$ cat config.mk
export PLATFORM = sky130hd
export DESIGN_NAME = fsk_tx_packet_framer
export DESIGN_NICKNAME = d
export VERILOG_FILES = /design/src/hdl/fsk_tx_pkg.sv /design/src/hdl/fsk_tx_packet_framer.sv
export SDC_FILE = /design/constraint.sdc
export NUM_CORES = 1
export LEC_CHECK = 0
export BUFFER_PORTS_ARGS = -buffer_cell sky130_fd_sc_hd__buf_2
export CELL_PAD_IN_SITES_DETAIL_PLACEMENT = 0
export CELL_PAD_IN_SITES_GLOBAL_PLACEMENT = 1
export CORE_ASPECT_RATIO = 0.8
export CORE_UTILIZATION = 45
export DETAILED_ROUTE_END_ITERATION = 10
export PLACE_DENSITY = 0.77
export SLEW_MARGIN = 10
export SYNTH_ARGS = -nofsm -noshare
export SYNTH_HDL_FRONTEND = slang
export SYNTH_SLANG_ARGS = --single-unit
$ cat constraint.sdc
create_clock -name clk_i -period 5 [get_ports clk_i]
set_input_delay 0.25 -clock clk_i [delete_from_list [all_inputs] [get_ports clk_i]]
set_output_delay 0.25 -clock clk_i [all_outputs]
set_load 0.005 [all_outputs]
$ cat src/hdl/fsk_tx_pkg.sv
// Constants, register map and carrier types for the FSK transmit framer.
// Assumes a 32-bit APB master; register indices are word indices (byte address = 4 * index).
package fsk_tx_pkg;

  // ==========================================================================
  // Register indices
  localparam logic [9:0] IDX_PREAMBLE   = 10'h102;
  localparam logic [9:0] IDX_SYNC_LOW   = 10'h10c;
  localparam logic [9:0] IDX_SYNC_MID   = 10'h10d;
  localparam logic [9:0] IDX_SYNC_HIGH  = 10'h10e;
  localparam logic [9:0] IDX_RADIO_CFG  = 10'h13e;
  localparam logic [9:0] IDX_PKT_CFG    = 10'h140;
  localparam logic [9:0] IDX_COMMAND    = 10'h141;
  localparam logic [9:0] IDX_STATUS     = 10'h142;
  localparam logic [9:0] IDX_TX_BASE    = 10'h314;
  localparam logic [9:0] IDX_PRE_EXTRA  = 10'h3f3;

  // ==========================================================================
  // Field positions
  localparam int PKT_CFG_CRC_OFF  = 0;
  localparam int PKT_CFG_GAUSS_EN = 1;
  localparam int CMD_TX_GO        = 0;
  localparam int CMD_LEAVE        = 1;
  localparam int STATUS_BUSY      = 3;

  // ==========================================================================
  // Reset values and encodings
  localparam logic [7:0]  RST_PREAMBLE  = 8'h04;
  localparam logic [7:0]  RST_PRE_EXTRA = 8'h00;
  localparam logic [7:0]  RST_SYNC      = 8'h00;
  localparam logic [7:0]  RST_RADIO_CFG = 8'h00;
  localparam logic [7:0]  RST_PKT_CFG   = 8'h00;
  localparam logic [7:0]  RST_TX_BASE   = 8'h00;
  localparam logic [15:0] CRC_INIT      = 16'h0000;
  localparam logic [15:0] CRC_POLY      = 16'h1021;
  localparam logic [7:0]  PAD_BYTE      = 8'haa;
  localparam logic [7:0]  MODE_RAW_TX   = 8'h03;
  localparam logic [7:0]  MODE_PKT_TX   = 8'h04;
  localparam logic [15:0] BODY_MIN      = 16'h0002;
  localparam logic [15:0] BODY_MAX      = 16'h0081;

  typedef enum logic [2:0] {
    ST_IDLE = 3'b000,
    ST_CAL  = 3'b001,
    ST_PRE  = 3'b011,
    ST_SYNC = 3'b010,
    ST_BODY = 3'b110,
    ST_CRC  = 3'b111,
    ST_POST = 3'b101,
    ST_RAW  = 3'b100
  } tx_state_t;

  typedef struct packed {
    logic        psel;
    logic        penable;
    logic        pwrite;
    logic [11:0] paddr;
    logic [31:0] pwdata;
  } apb_req_t;

  typedef struct packed {
    logic [31:0] prdata;
    logic        pready;
    logic        pslverr;
  } apb_rsp_t;

endpackage

$ cat src/hdl/fsk_tx_packet_framer.sv
// FSK transmit framer: APB register slave, packet-mode framing and raw serial transmit.
// Assumes a packet RAM with a one-cycle read port on clk_i and a modulator that pulses
// bit_tick_i once per bit period (at least two clocks apart) on the same clock.
//
// Behaviour
// - Preamble is repeated 0xaa bytes, programmable length.
// - Preamble bytes equal main plus extra count.
// - Sync sent MSB first, highest register first.
// - Sync always whole bytes; software pads short words.
// - Payload length spans sync end to CRC.
// - CRC-16 uses x^16 + x^12 + x^5 + 1.
// - CRC-off field set omits CRC; resets clear.
// - Two 0xaa postamble bytes follow CRC immediately.
// - PA ramp-down starts after first postamble byte.
// - Preamble 1-511, sync, length, payload 0-127, CRC.
// - Only length and payload come from packet RAM.
// - Sync length matters to receiver; transmitter sends padded.
// - Raw mode streams serial bits until leave command.
// - Raw mode raises no sync-sent or packet-sent events.
// - Raw mode runs same calibration on entry.
// - Raw latency two bits Gaussian, half bit otherwise; code: three bit ticks Gaussian, one otherwise.
// - Frame read starts at transmit base pointer.
//
// The implementer's own choice: register access over APB.
`timescale 1ns/1ps

module fsk_tx_packet_framer (
  // Clock and reset
  input  wire  logic                 clk_i,
  input  wire  logic                 rst_n_i,
  // Register bus
  input  wire  fsk_tx_pkg::apb_req_t apb_i,
  output       fsk_tx_pkg::apb_rsp_t apb_o,
  // Packet RAM read port
  output       logic [7:0]           pram_addr_o,
  input  wire  logic [7:0]           pram_rdata_i,
  // Modulator side
  input  wire  logic                 bit_tick_i,
  input  wire  logic                 serial_bit_i,
  input  wire  logic                 cal_done_i,
  output       logic                 tx_bit_o,
  output       logic                 tx_active_o,
  output       logic                 cal_start_o,
  output       logic                 pa_ramp_down_o,
  // Events
  output       logic                 sfd_sent_o,
  output       logic                 pkt_sent_o
);
  import fsk_tx_pkg::*;

  // ==========================================================================
  // State
  typedef struct packed {
    tx_state_t   st;
    logic [7:0]  shreg;
    logic [2:0]  bitcnt;
    logic [9:0]  cnt;
    logic [7:0]  addr;
    logic [7:0]  len_hi;
    logic [15:0] blen;
    logic [15:0] crc;
    logic [1:0]  dly;
    logic        ser_meta;
    logic        ser_sync;
    logic        raw_mode;
    logic        cal_start;
    logic        pa_down;
    logic        sfd_sent;
    logic        pkt_sent;
    logic [7:0]  preamble;
    logic [7:0]  pre_extra;
    logic [7:0]  sync_low;
    logic [7:0]  sync_mid;
    logic [7:0]  sync_high;
    logic [7:0]  radio_cfg;
    logic [7:0]  pkt_cfg;
    logic [7:0]  tx_base;
    logic [31:0] prdata;
    logic        pready;
    logic        pslverr;
  } framer_t;

  framer_t s;
  framer_t next_s;

  function automatic logic [15:0] crc_step(input logic [15:0] c, input logic b);
    crc_step = {c[14:0], 1'b0} ^ ((c[15] ^ b) ? CRC_POLY : 16'h0000);
  endfunction

  function automatic logic [15:0] clamp_len(input logic [15:0] v);
    if (v < BODY_MIN) begin
      clamp_len = BODY_MIN;
    end else if (v > BODY_MAX) begin
      clamp_len = BODY_MAX;
    end else begin
      clamp_len = v;
    end
  endfunction

  logic [9:0]  idx;
  logic        wr_en;
  logic        rd_en;
  logic        mapped;
  logic [31:0] rdval;
  logic        byte_end;
  logic [15:0] crc_n;
  logic [15:0] body_total;
  logic        body_done;
  logic [9:0]  pre_total;

  assign idx      = apb_i.paddr[11:2];
  assign wr_en    = apb_i.psel && apb_i.penable && s.pready && apb_i.pwrite;
  assign rd_en    = apb_i.psel && apb_i.penable && !s.pready && !apb_i.pwrite;
  assign byte_end = bit_tick_i && (s.bitcnt == 3'h7);
  // A zero count stands for 256 bytes
  assign pre_total = ((s.preamble == 8'h00) ? 10'h100 : {2'b00, s.preamble})
                     + {2'b00, s.pre_extra};
  assign crc_n     = crc_step(s.crc, s.shreg[7]);
  // Length field counts every byte between sync and CRC, itself included
  assign body_total = (s.cnt == 10'h000) ? clamp_len({s.len_hi, pram_rdata_i}) : s.blen;
  assign body_done  = (s.cnt != 10'h000) && ({6'h00, s.cnt} + 16'h0001 >= body_total);

  always_comb begin
    mapped = 1'b1;
    rdval  = 32'h0000_0000;
    case (idx)
      IDX_PREAMBLE:  rdval = {24'h0, s.preamble};
      IDX_PRE_EXTRA: rdval = {24'h0, s.pre_extra};
      IDX_SYNC_LOW:  rdval = {24'h0, s.sync_low};
      IDX_SYNC_MID:  rdval = {24'h0, s.sync_mid};
      IDX_SYNC_HIGH: rdval = {24'h0, s.sync_high};
      IDX_RADIO_CFG: rdval = {24'h0, s.radio_cfg};
      IDX_PKT_CFG:   rdval = {24'h0, s.pkt_cfg};
      IDX_COMMAND:   rdval = 32'h0000_0000;
      IDX_STATUS:    rdval = {28'h0, (s.st != ST_IDLE), s.st};
      IDX_TX_BASE:   rdval = {24'h0, s.tx_base};
      default:       mapped = 1'b0;
    endcase
  end

  // ==========================================================================
  // Next state
  always_comb begin
    next_s           = s;
    next_s.ser_meta  = serial_bit_i;
    next_s.ser_sync  = s.ser_meta;
    next_s.cal_start = 1'b0;
    next_s.sfd_sent  = 1'b0;
    next_s.pkt_sent  = 1'b0;

    // APB: one wait state, write lands on the edge that completes the access
    next_s.pready  = apb_i.psel && apb_i.penable && !s.pready;
    next_s.pslverr = apb_i.psel && apb_i.penable && !s.pready && !mapped;
    if (rd_en) begin
      next_s.prdata = mapped ? rdval : 32'h0000_0000;
    end
    if (wr_en) begin
      case (idx)
        IDX_PREAMBLE:  next_s.preamble  = apb_i.pwdata[7:0];
        IDX_PRE_EXTRA: next_s.pre_extra = apb_i.pwdata[7:0];
        IDX_SYNC_LOW:  next_s.sync_low  = apb_i.pwdata[7:0];
        IDX_SYNC_MID:  next_s.sync_mid  = apb_i.pwdata[7:0];
        IDX_SYNC_HIGH: next_s.sync_high = apb_i.pwdata[7:0];
        IDX_RADIO_CFG: next_s.radio_cfg = apb_i.pwdata[7:0];
        IDX_PKT_CFG:   next_s.pkt_cfg   = apb_i.pwdata[7:0];
        IDX_TX_BASE:   next_s.tx_base   = apb_i.pwdata[7:0];
        default:       next_s.pkt_cfg   = s.pkt_cfg;
      endcase
    end

    case (s.st)
      ST_IDLE: begin
        if (wr_en && idx == IDX_COMMAND && apb_i.pwdata[CMD_TX_GO] &&
            (s.radio_cfg == MODE_PKT_TX || s.radio_cfg == MODE_RAW_TX)) begin
          next_s.st        = ST_CAL;
          next_s.cal_start = 1'b1;
          next_s.raw_mode  = (s.radio_cfg == MODE_RAW_TX);
        end
      end
      ST_CAL: begin
        if (cal_done_i) begin
          next_s.bitcnt = 3'h0;
          next_s.dly    = 2'b00;
          if (s.raw_mode) begin
            next_s.st    = ST_RAW;
            next_s.shreg = {s.ser_sync, 7'h00};
          end else begin
            next_s.st    = ST_PRE;
            next_s.shreg = PAD_BYTE;
            next_s.cnt   = pre_total;
            next_s.addr  = s.tx_base;
            next_s.crc   = CRC_INIT;
          end
        end
      end
      ST_RAW: begin
        if (bit_tick_i) begin
          next_s.dly   = {s.dly[0], s.ser_sync};
          next_s.shreg = {(s.pkt_cfg[PKT_CFG_GAUSS_EN] ? s.dly[1] : s.ser_sync), 7'h00};
        end
      end
      default: begin
        if (bit_tick_i) begin
          next_s.bitcnt = s.bitcnt + 3'h1;
          next_s.shreg  = {s.shreg[6:0], 1'b0};
          if (s.st == ST_BODY) begin
            next_s.crc = crc_n;
          end
        end
        if (byte_end) begin
          case (s.st)
            ST_PRE: begin
              if (s.cnt > 10'h001) begin
                next_s.cnt   = s.cnt - 10'h001;
                next_s.shreg = PAD_BYTE;
              end else begin
                next_s.st    = ST_SYNC;
                next_s.cnt   = 10'h002;
                next_s.shreg = s.sync_high;
              end
            end
            ST_SYNC: begin
              if (s.cnt != 10'h000) begin
                next_s.cnt   = s.cnt - 10'h001;
                next_s.shreg = (s.cnt == 10'h002) ? s.sync_mid : s.sync_low;
              end else begin
                next_s.st       = ST_BODY;
                next_s.cnt      = 10'h000;
                next_s.shreg    = pram_rdata_i;
                next_s.len_hi   = pram_rdata_i;
                next_s.addr     = s.addr + 8'h01;
                next_s.sfd_sent = 1'b1;
              end
            end
            ST_BODY: begin
              next_s.blen = body_total;
              if (body_done) begin
                if (s.pkt_cfg[PKT_CFG_CRC_OFF]) begin
                  next_s.st    = ST_POST;
                  next_s.cnt   = 10'h001;
                  next_s.shreg = PAD_BYTE;
                end else begin
                  next_s.st    = ST_CRC;
                  next_s.cnt   = 10'h001;
                  next_s.shreg = crc_n[15:8];
                end
              end else begin
                next_s.cnt   = s.cnt + 10'h001;
                next_s.shreg = pram_rdata_i;
                next_s.addr  = s.addr + 8'h01;
              end
            end
            ST_CRC: begin
              if (s.cnt != 10'h000) begin
                next_s.cnt   = 10'h000;
                next_s.shreg = s.crc[7:0];
              end else begin
                next_s.st    = ST_POST;
                next_s.cnt   = 10'h001;
                next_s.shreg = PAD_BYTE;
              end
            end
            ST_POST: begin
              if (s.cnt != 10'h000) begin
                next_s.cnt     = 10'h000;
                next_s.shreg   = PAD_BYTE;
                next_s.pa_down = 1'b1;
              end else begin
                next_s.st       = ST_IDLE;
                next_s.pa_down  = 1'b0;
                next_s.pkt_sent = 1'b1;
              end
            end
            default: begin
              next_s.st = ST_IDLE;
            end
          endcase
        end
      end
    endcase

    // Leave command ends any transmission at once
    if (wr_en && idx == IDX_COMMAND && apb_i.pwdata[CMD_LEAVE] && s.st != ST_IDLE) begin
      next_s.st       = ST_IDLE;
      next_s.pa_down  = 1'b0;
      next_s.sfd_sent = 1'b0;
      next_s.pkt_sent = 1'b0;
    end
  end

  always_ff @(posedge clk_i) begin
    if (!rst_n_i) begin
      s           <= '0;
      s.st        <= ST_IDLE;
      s.preamble  <= RST_PREAMBLE;
      s.pre_extra <= RST_PRE_EXTRA;
      s.sync_low  <= RST_SYNC;
      s.sync_mid  <= RST_SYNC;
      s.sync_high <= RST_SYNC;
      s.radio_cfg <= RST_RADIO_CFG;
      s.pkt_cfg   <= RST_PKT_CFG;
      s.tx_base   <= RST_TX_BASE;
      s.crc       <= CRC_INIT;
    end else begin
      s <= next_s;
    end
  end

  // ==========================================================================
  // Outputs
  assign apb_o.prdata   = s.prdata;
  assign apb_o.pready   = s.pready;
  assign apb_o.pslverr  = s.pslverr;
  assign pram_addr_o    = s.addr;
  assign tx_bit_o       = s.shreg[7];
  assign tx_active_o    = (s.st != ST_IDLE) && (s.st != ST_CAL);
  assign cal_start_o    = s.cal_start;
  assign pa_ramp_down_o = s.pa_down;
  assign sfd_sent_o     = s.sfd_sent;
  assign pkt_sent_o     = s.pkt_sent;

  logic [9:0] pre_seen;
  always_ff @(posedge clk_i) begin
    if (!rst_n_i || s.st != ST_PRE) begin
      pre_seen <= 10'h000;
    end else if (byte_end) begin
      pre_seen <= pre_seen + 10'h001;
    end
  end
endmodule

Word level (Yosys, flattened, before mapping). Cells that the tools add are included.

Word-level logic and storage cells: 193. Output and inout port bits: 48. Bits in registers: 179. Bits of input ports: 60.

Bitwise gates (word level): 11. Eq/ne operators: 34. Add/sub/neg operators: 6. Magnitude comparators: 4. Reductions and logical operators: 56. Multiplexer cells: 55.

Operators with widths (number): $mux W16 (8); $eq A10 B9 Y1 const B (8); $mux W8 (9); $pmux W8 S9 (1); $mux W32 (2); $mux W10 (5); $pmux W10 S5 (1); $mux W42 (1); $pmux W21 S2 (1); $pmux W8 S5 (1); $mux W18 (2); $mux W11 (3); $pmux W16 S2 (1); $pmux W8 S3 (1); $eq A10 B10 Y1 const B (2); $reduce_and A2 Y1 (10); $mux W3 (6); $ge A11 B16 Y1 (1); $gt A16 B8 Y1 const B (1); $lt A16 B2 Y1 const B (1); $ne A4 B4 Y1 const B (4); $pmux W8 S2 (1); $xor A16 B13 Y16 (1); $eq A3 B3 Y1 const B (5); other kinds (46) (90).

Logic depth before layout (Yosys ltp).
Depth in word-level cells: 10. Mapped depth: 18. Depth with buffers taken out: 13.

Worst setup path after synthesis. OpenSTA, ideal clock, no wires.

Path type: register to register. Start: register s[155] in the netlist's numbering. End: register s[170] in the netlist's numbering. Setup slack: 1.164 ns. Required time: 4.884 ns. Period minus slack after synthesis: 3.836 ns. Setup time: 0.116 ns. Buffers on the path: 3. Data arrival time: 3.719 ns. Cell stages (with the launch flop): 17. Cells stage by stage: dfxtp_1 inv_1 ha_1 clkbuf_1 nor2b_1 nand3_2 buf_6 buf_6 nor3_1 a22oi_1 ha_1 o21a_1 o211ai_1 a31o_2 a21oi_2 mux2_2 a31o_2.

Longest elaborated chain between the ends: 8. Elaborated cells on any way between the ends: 17. Those cells by class: add/sub (1); order compare (2); eq/ne (1); mux (10); reduce/logical (3).

Ends and longest elaborated chain: start: declaration (line fsk_tx_packet_framer.sv:83) `framer_t s;`; start signal: assignment (line fsk_tx_packet_framer.sv:305) `s <= next_s;`; branches (longest 5 deep; another with $ge A11 B16 Y1); $pmux W8 S5 * (line fsk_tx_packet_framer.sv:211) `case (s.st)`; $mux W11 * (line fsk_tx_packet_framer.sv:210) `if (byte_end) begin`; $pmux W8 S3 * (line fsk_tx_packet_framer.sv:171) `case (s.st)`.

Mark *: on every way between the ends. The select of a mux whose other input is x is not followed. A chain may end at the register's enable or synchronous reset.

Worst setup path in the final report.
Start: register s[155] in the netlist's numbering. End: register s[177] in the netlist's numbering.

Longest elaborated chain between the ends: 6. Elaborated cells on any way between the ends: 13. Those cells by class: add/sub (1); order compare (2); eq/ne (5); mux (1); reduce/logical (4).

Ends and longest elaborated chain: branches (longest 5 deep; another with $ge A11 B16 Y1); $reduce_and A9 Y1 (no line) *.

Mark *: on every way between the ends.

==> reports/metrics.cfg <==
[floorplanning]
start_util_pct=46.3
io-pin-count=108
core_um2=20900
chipWidth_um=166
chipHeight_um=133
row_count=47
die-area_um2=22100

[clock_network]
cts_buffers=17
cts_tree=yes
cts_resized=0
cts_setup_buffers=0
holdBufCountCts=0
root_buffer=clkbuf_16
cts.reportedPaths.clkPinSlew_ps=60
cts.sinks=155
cts_buffer_depth=2
insertion_delay_ps=440
htree_levels=4

[setup_path]
r2r-start=s[155]
cp_data_required_time_ps=5320
crit_buf_inv=1
reg2regPathDepth=13
crit_fanout=14
crit_chain=inv_1, ha_1, nor2b_1, nand3_2, nor3_1, a22oi_1, ha_1, a22o_1, nor4_1, and2_1, a22o_2, and4b_1, o221a_2
max_stage_delay_ps=490
path_common_cell=ha_1
critPathSlowestCell=nor3_1
cp_data_arrival_time_ps=4550
cp-start-kind=flip-flop
cp_top_family=simple AND/OR/NAND/NOR gates
r2r-end=s[177]
crit_type=reg -> reg
ff2ff_setup_slack_ps=780
endpoint_kind=flip-flop

[pwr]
p_leak_uw=0.00400
power_density_nw_per_um2=362
ir_drop_v=0.000230

[detailed_routing]
drtPass1Iterations=9
ant_nets=0
route.detailed.drc=5
drt-initial-drc-count=990
vias=8900
via_per_inst=6.13
wl_mm=30.2
routedWlPerCell_um=20.8

[sta]
rsz0062_at_grt=false
final-hold-violation-count=0
fin_tns_setup_ps=0
worst_pin_slew_ps=1150
slew_viol_final=0
max_freq_mhz=237
worst_slack_ps=776
fin_crit_sh_pct=84.5
setup_violations=0
slew_headroom_pct=22.7
skew_ps=10.0
hold_slack_ps=18.1
min_period_ps=4220

[logic_synthesis]
synth_top_area_share_pct=32.1
synth_cell_types=93
synth.cell_area_um2=9670
syn_inst=1185
syn_avg_cell_area_um2=8.16
ys_async_sr_fraction_pct=0
synth-seq-area-share_pct=32.1
synth_ff_type=dfxtp_1
yosysTopAreaCell=dfxtp_1
synth-edff-count=0
yosysWarnings=0
synth.area.top_cells=dfxtp_1 32%, mux2i_1 8.6%, nor2_1 5.2%
synth_seq_cells=155

[cells_and_area]
final_cell_mix=155 x dfxtp_1, 135 x nor2_1, 109 x nand2_1
area_delta_synth_final_pct=8.05
layout_commonest_cell=dfxtp_1
nFillCells=2031
design_area_um2=10400
drive_above_1_share_pct=13.0
diodes=0
fin_cells=1452
nNetsFinal=1257

[place]
post-place-cells=1420
portBuffers=57
globalplace.congestion=0.912
place_worst_setup_slack_ps=880
placed_cell_area_um2=9800
hpwlAfterDp_mm=21.8

[min_path]
hold_path_startpoint=serial_bit_i
holdCritPathClass=in -> reg
min_to=next_s[103]
worstHoldPathCells=2

[global_route]
grt_pass1_vias=8146
antenna_found_initial=0
overflow=0
grt_pass1_wl_mm=47.2
grt_max_degree=84
track_usage_pct=27.6

[status]
violations=DRC
status=finished, violations left

[flow_run]
drv_cap=0

==> cells by family after synthesis <==
family | synth area share, %
and+or+nand+nor | 23.5
AOI/OAI and AO/OA | 20.8
DFF | 32.1
buffers and inverters | 7.93
muxes | 9.52
adders and majority gates | 3.67
xor gates and xnor gates | 2.45
other | 0.0388
==> worst max-delay path by stage <==
stage,slack (ps),to,startpoint,cells after the start
2_1_floorplan,1160,s[170],s[155],16
3_3_place_gp,980,pram_addr_o[3],s[155],15
3_5_place_dp,880,s[177],s[155],13
4_1_cts,830,s[177],s[155],13
5_1_grt,510,s[177],s[155],13
6_report,780,s[177],s[155],13
==> synthesized netlist by cell type (9+ instances only) <==
| cell type | n |
|---|---|
| inv_1 | 15 |
| o211ai_1 | 11 |
| ha_1 | 26 |
| nor2_1 | 135 |
| nand2_1 | 109 |
| o31ai_1 | 9 |
| a21oi_1 | 67 |
| buf_2 | 16 |
| a22oi_1 | 35 |
| clkbuf_1 | 57 |
| nand3_1 | 47 |
| o21ai_0 | 52 |
| nor4_1 | 15 |
| nand2b_1 | 9 |
| and3_1 | 23 |
| buf_4 | 45 |
| dfxtp_1 | 155 |
| nor2b_1 | 12 |
| xnor2_1 | 20 |
| a211oi_1 | 24 |
| nor3_1 | 14 |
| nand4_1 | 13 |
| o22ai_1 | 9 |
| mux2i_1 | 83 |
==> where the power goes <==
group	switching [µW]	internal (µW)	total, µW
sequential	91.9	1270	1360
clock	548	915	1460
combinational	633	329	962
==> per-layer routing <==
metal | part of all wire (%) | vias up | global-route usage [%]
met5 | 0 | - | 0
met4 | 1.4 | 0 | 7.42
met3 | 7.8 | 34 | 5.91
met2 | 41 | 333 | 39.2
met1 | 50 | 4295 | 41.5
li1 | - | 4238 | -
==> final cells by class <==
class	count	area [µm²]	share of cell area (%)
multi-input combinational	909	5890	56.4
inverter	16	61.3	0.587
sequential	155	3100	29.7
timing repair buffer	71	403	3.86
tap	269	337	3.22
clock inverter	10	188	1.80
clock buffer	22	464	4.44
==> registers in the layout, indices dropped and copies added, names as in the netlist <==
| signal | cells |
|---|---|
| apb_o | 10 |
| pram_addr_o | 8 |
| pa_ramp_down_o | 1 |
| next_s | 1 |
| s | 131 |
| cal_start_o | 1 |
| sfd_sent_o | 1 |
| tx_bit_o | 1 |
| pkt_sent_o | 1 |
==> per-stage QoR <==
stage / util (%) / total power (µW)
after floorplan: - / 2060
after global placement: 46.9 / 2320
after detailed placement: 46.9 / 2320
after CTS: 50.1 / 3780
after global routing: 50.1 / 3940
final: 50.1 / 3790
(Power assumes the default switching activity.)
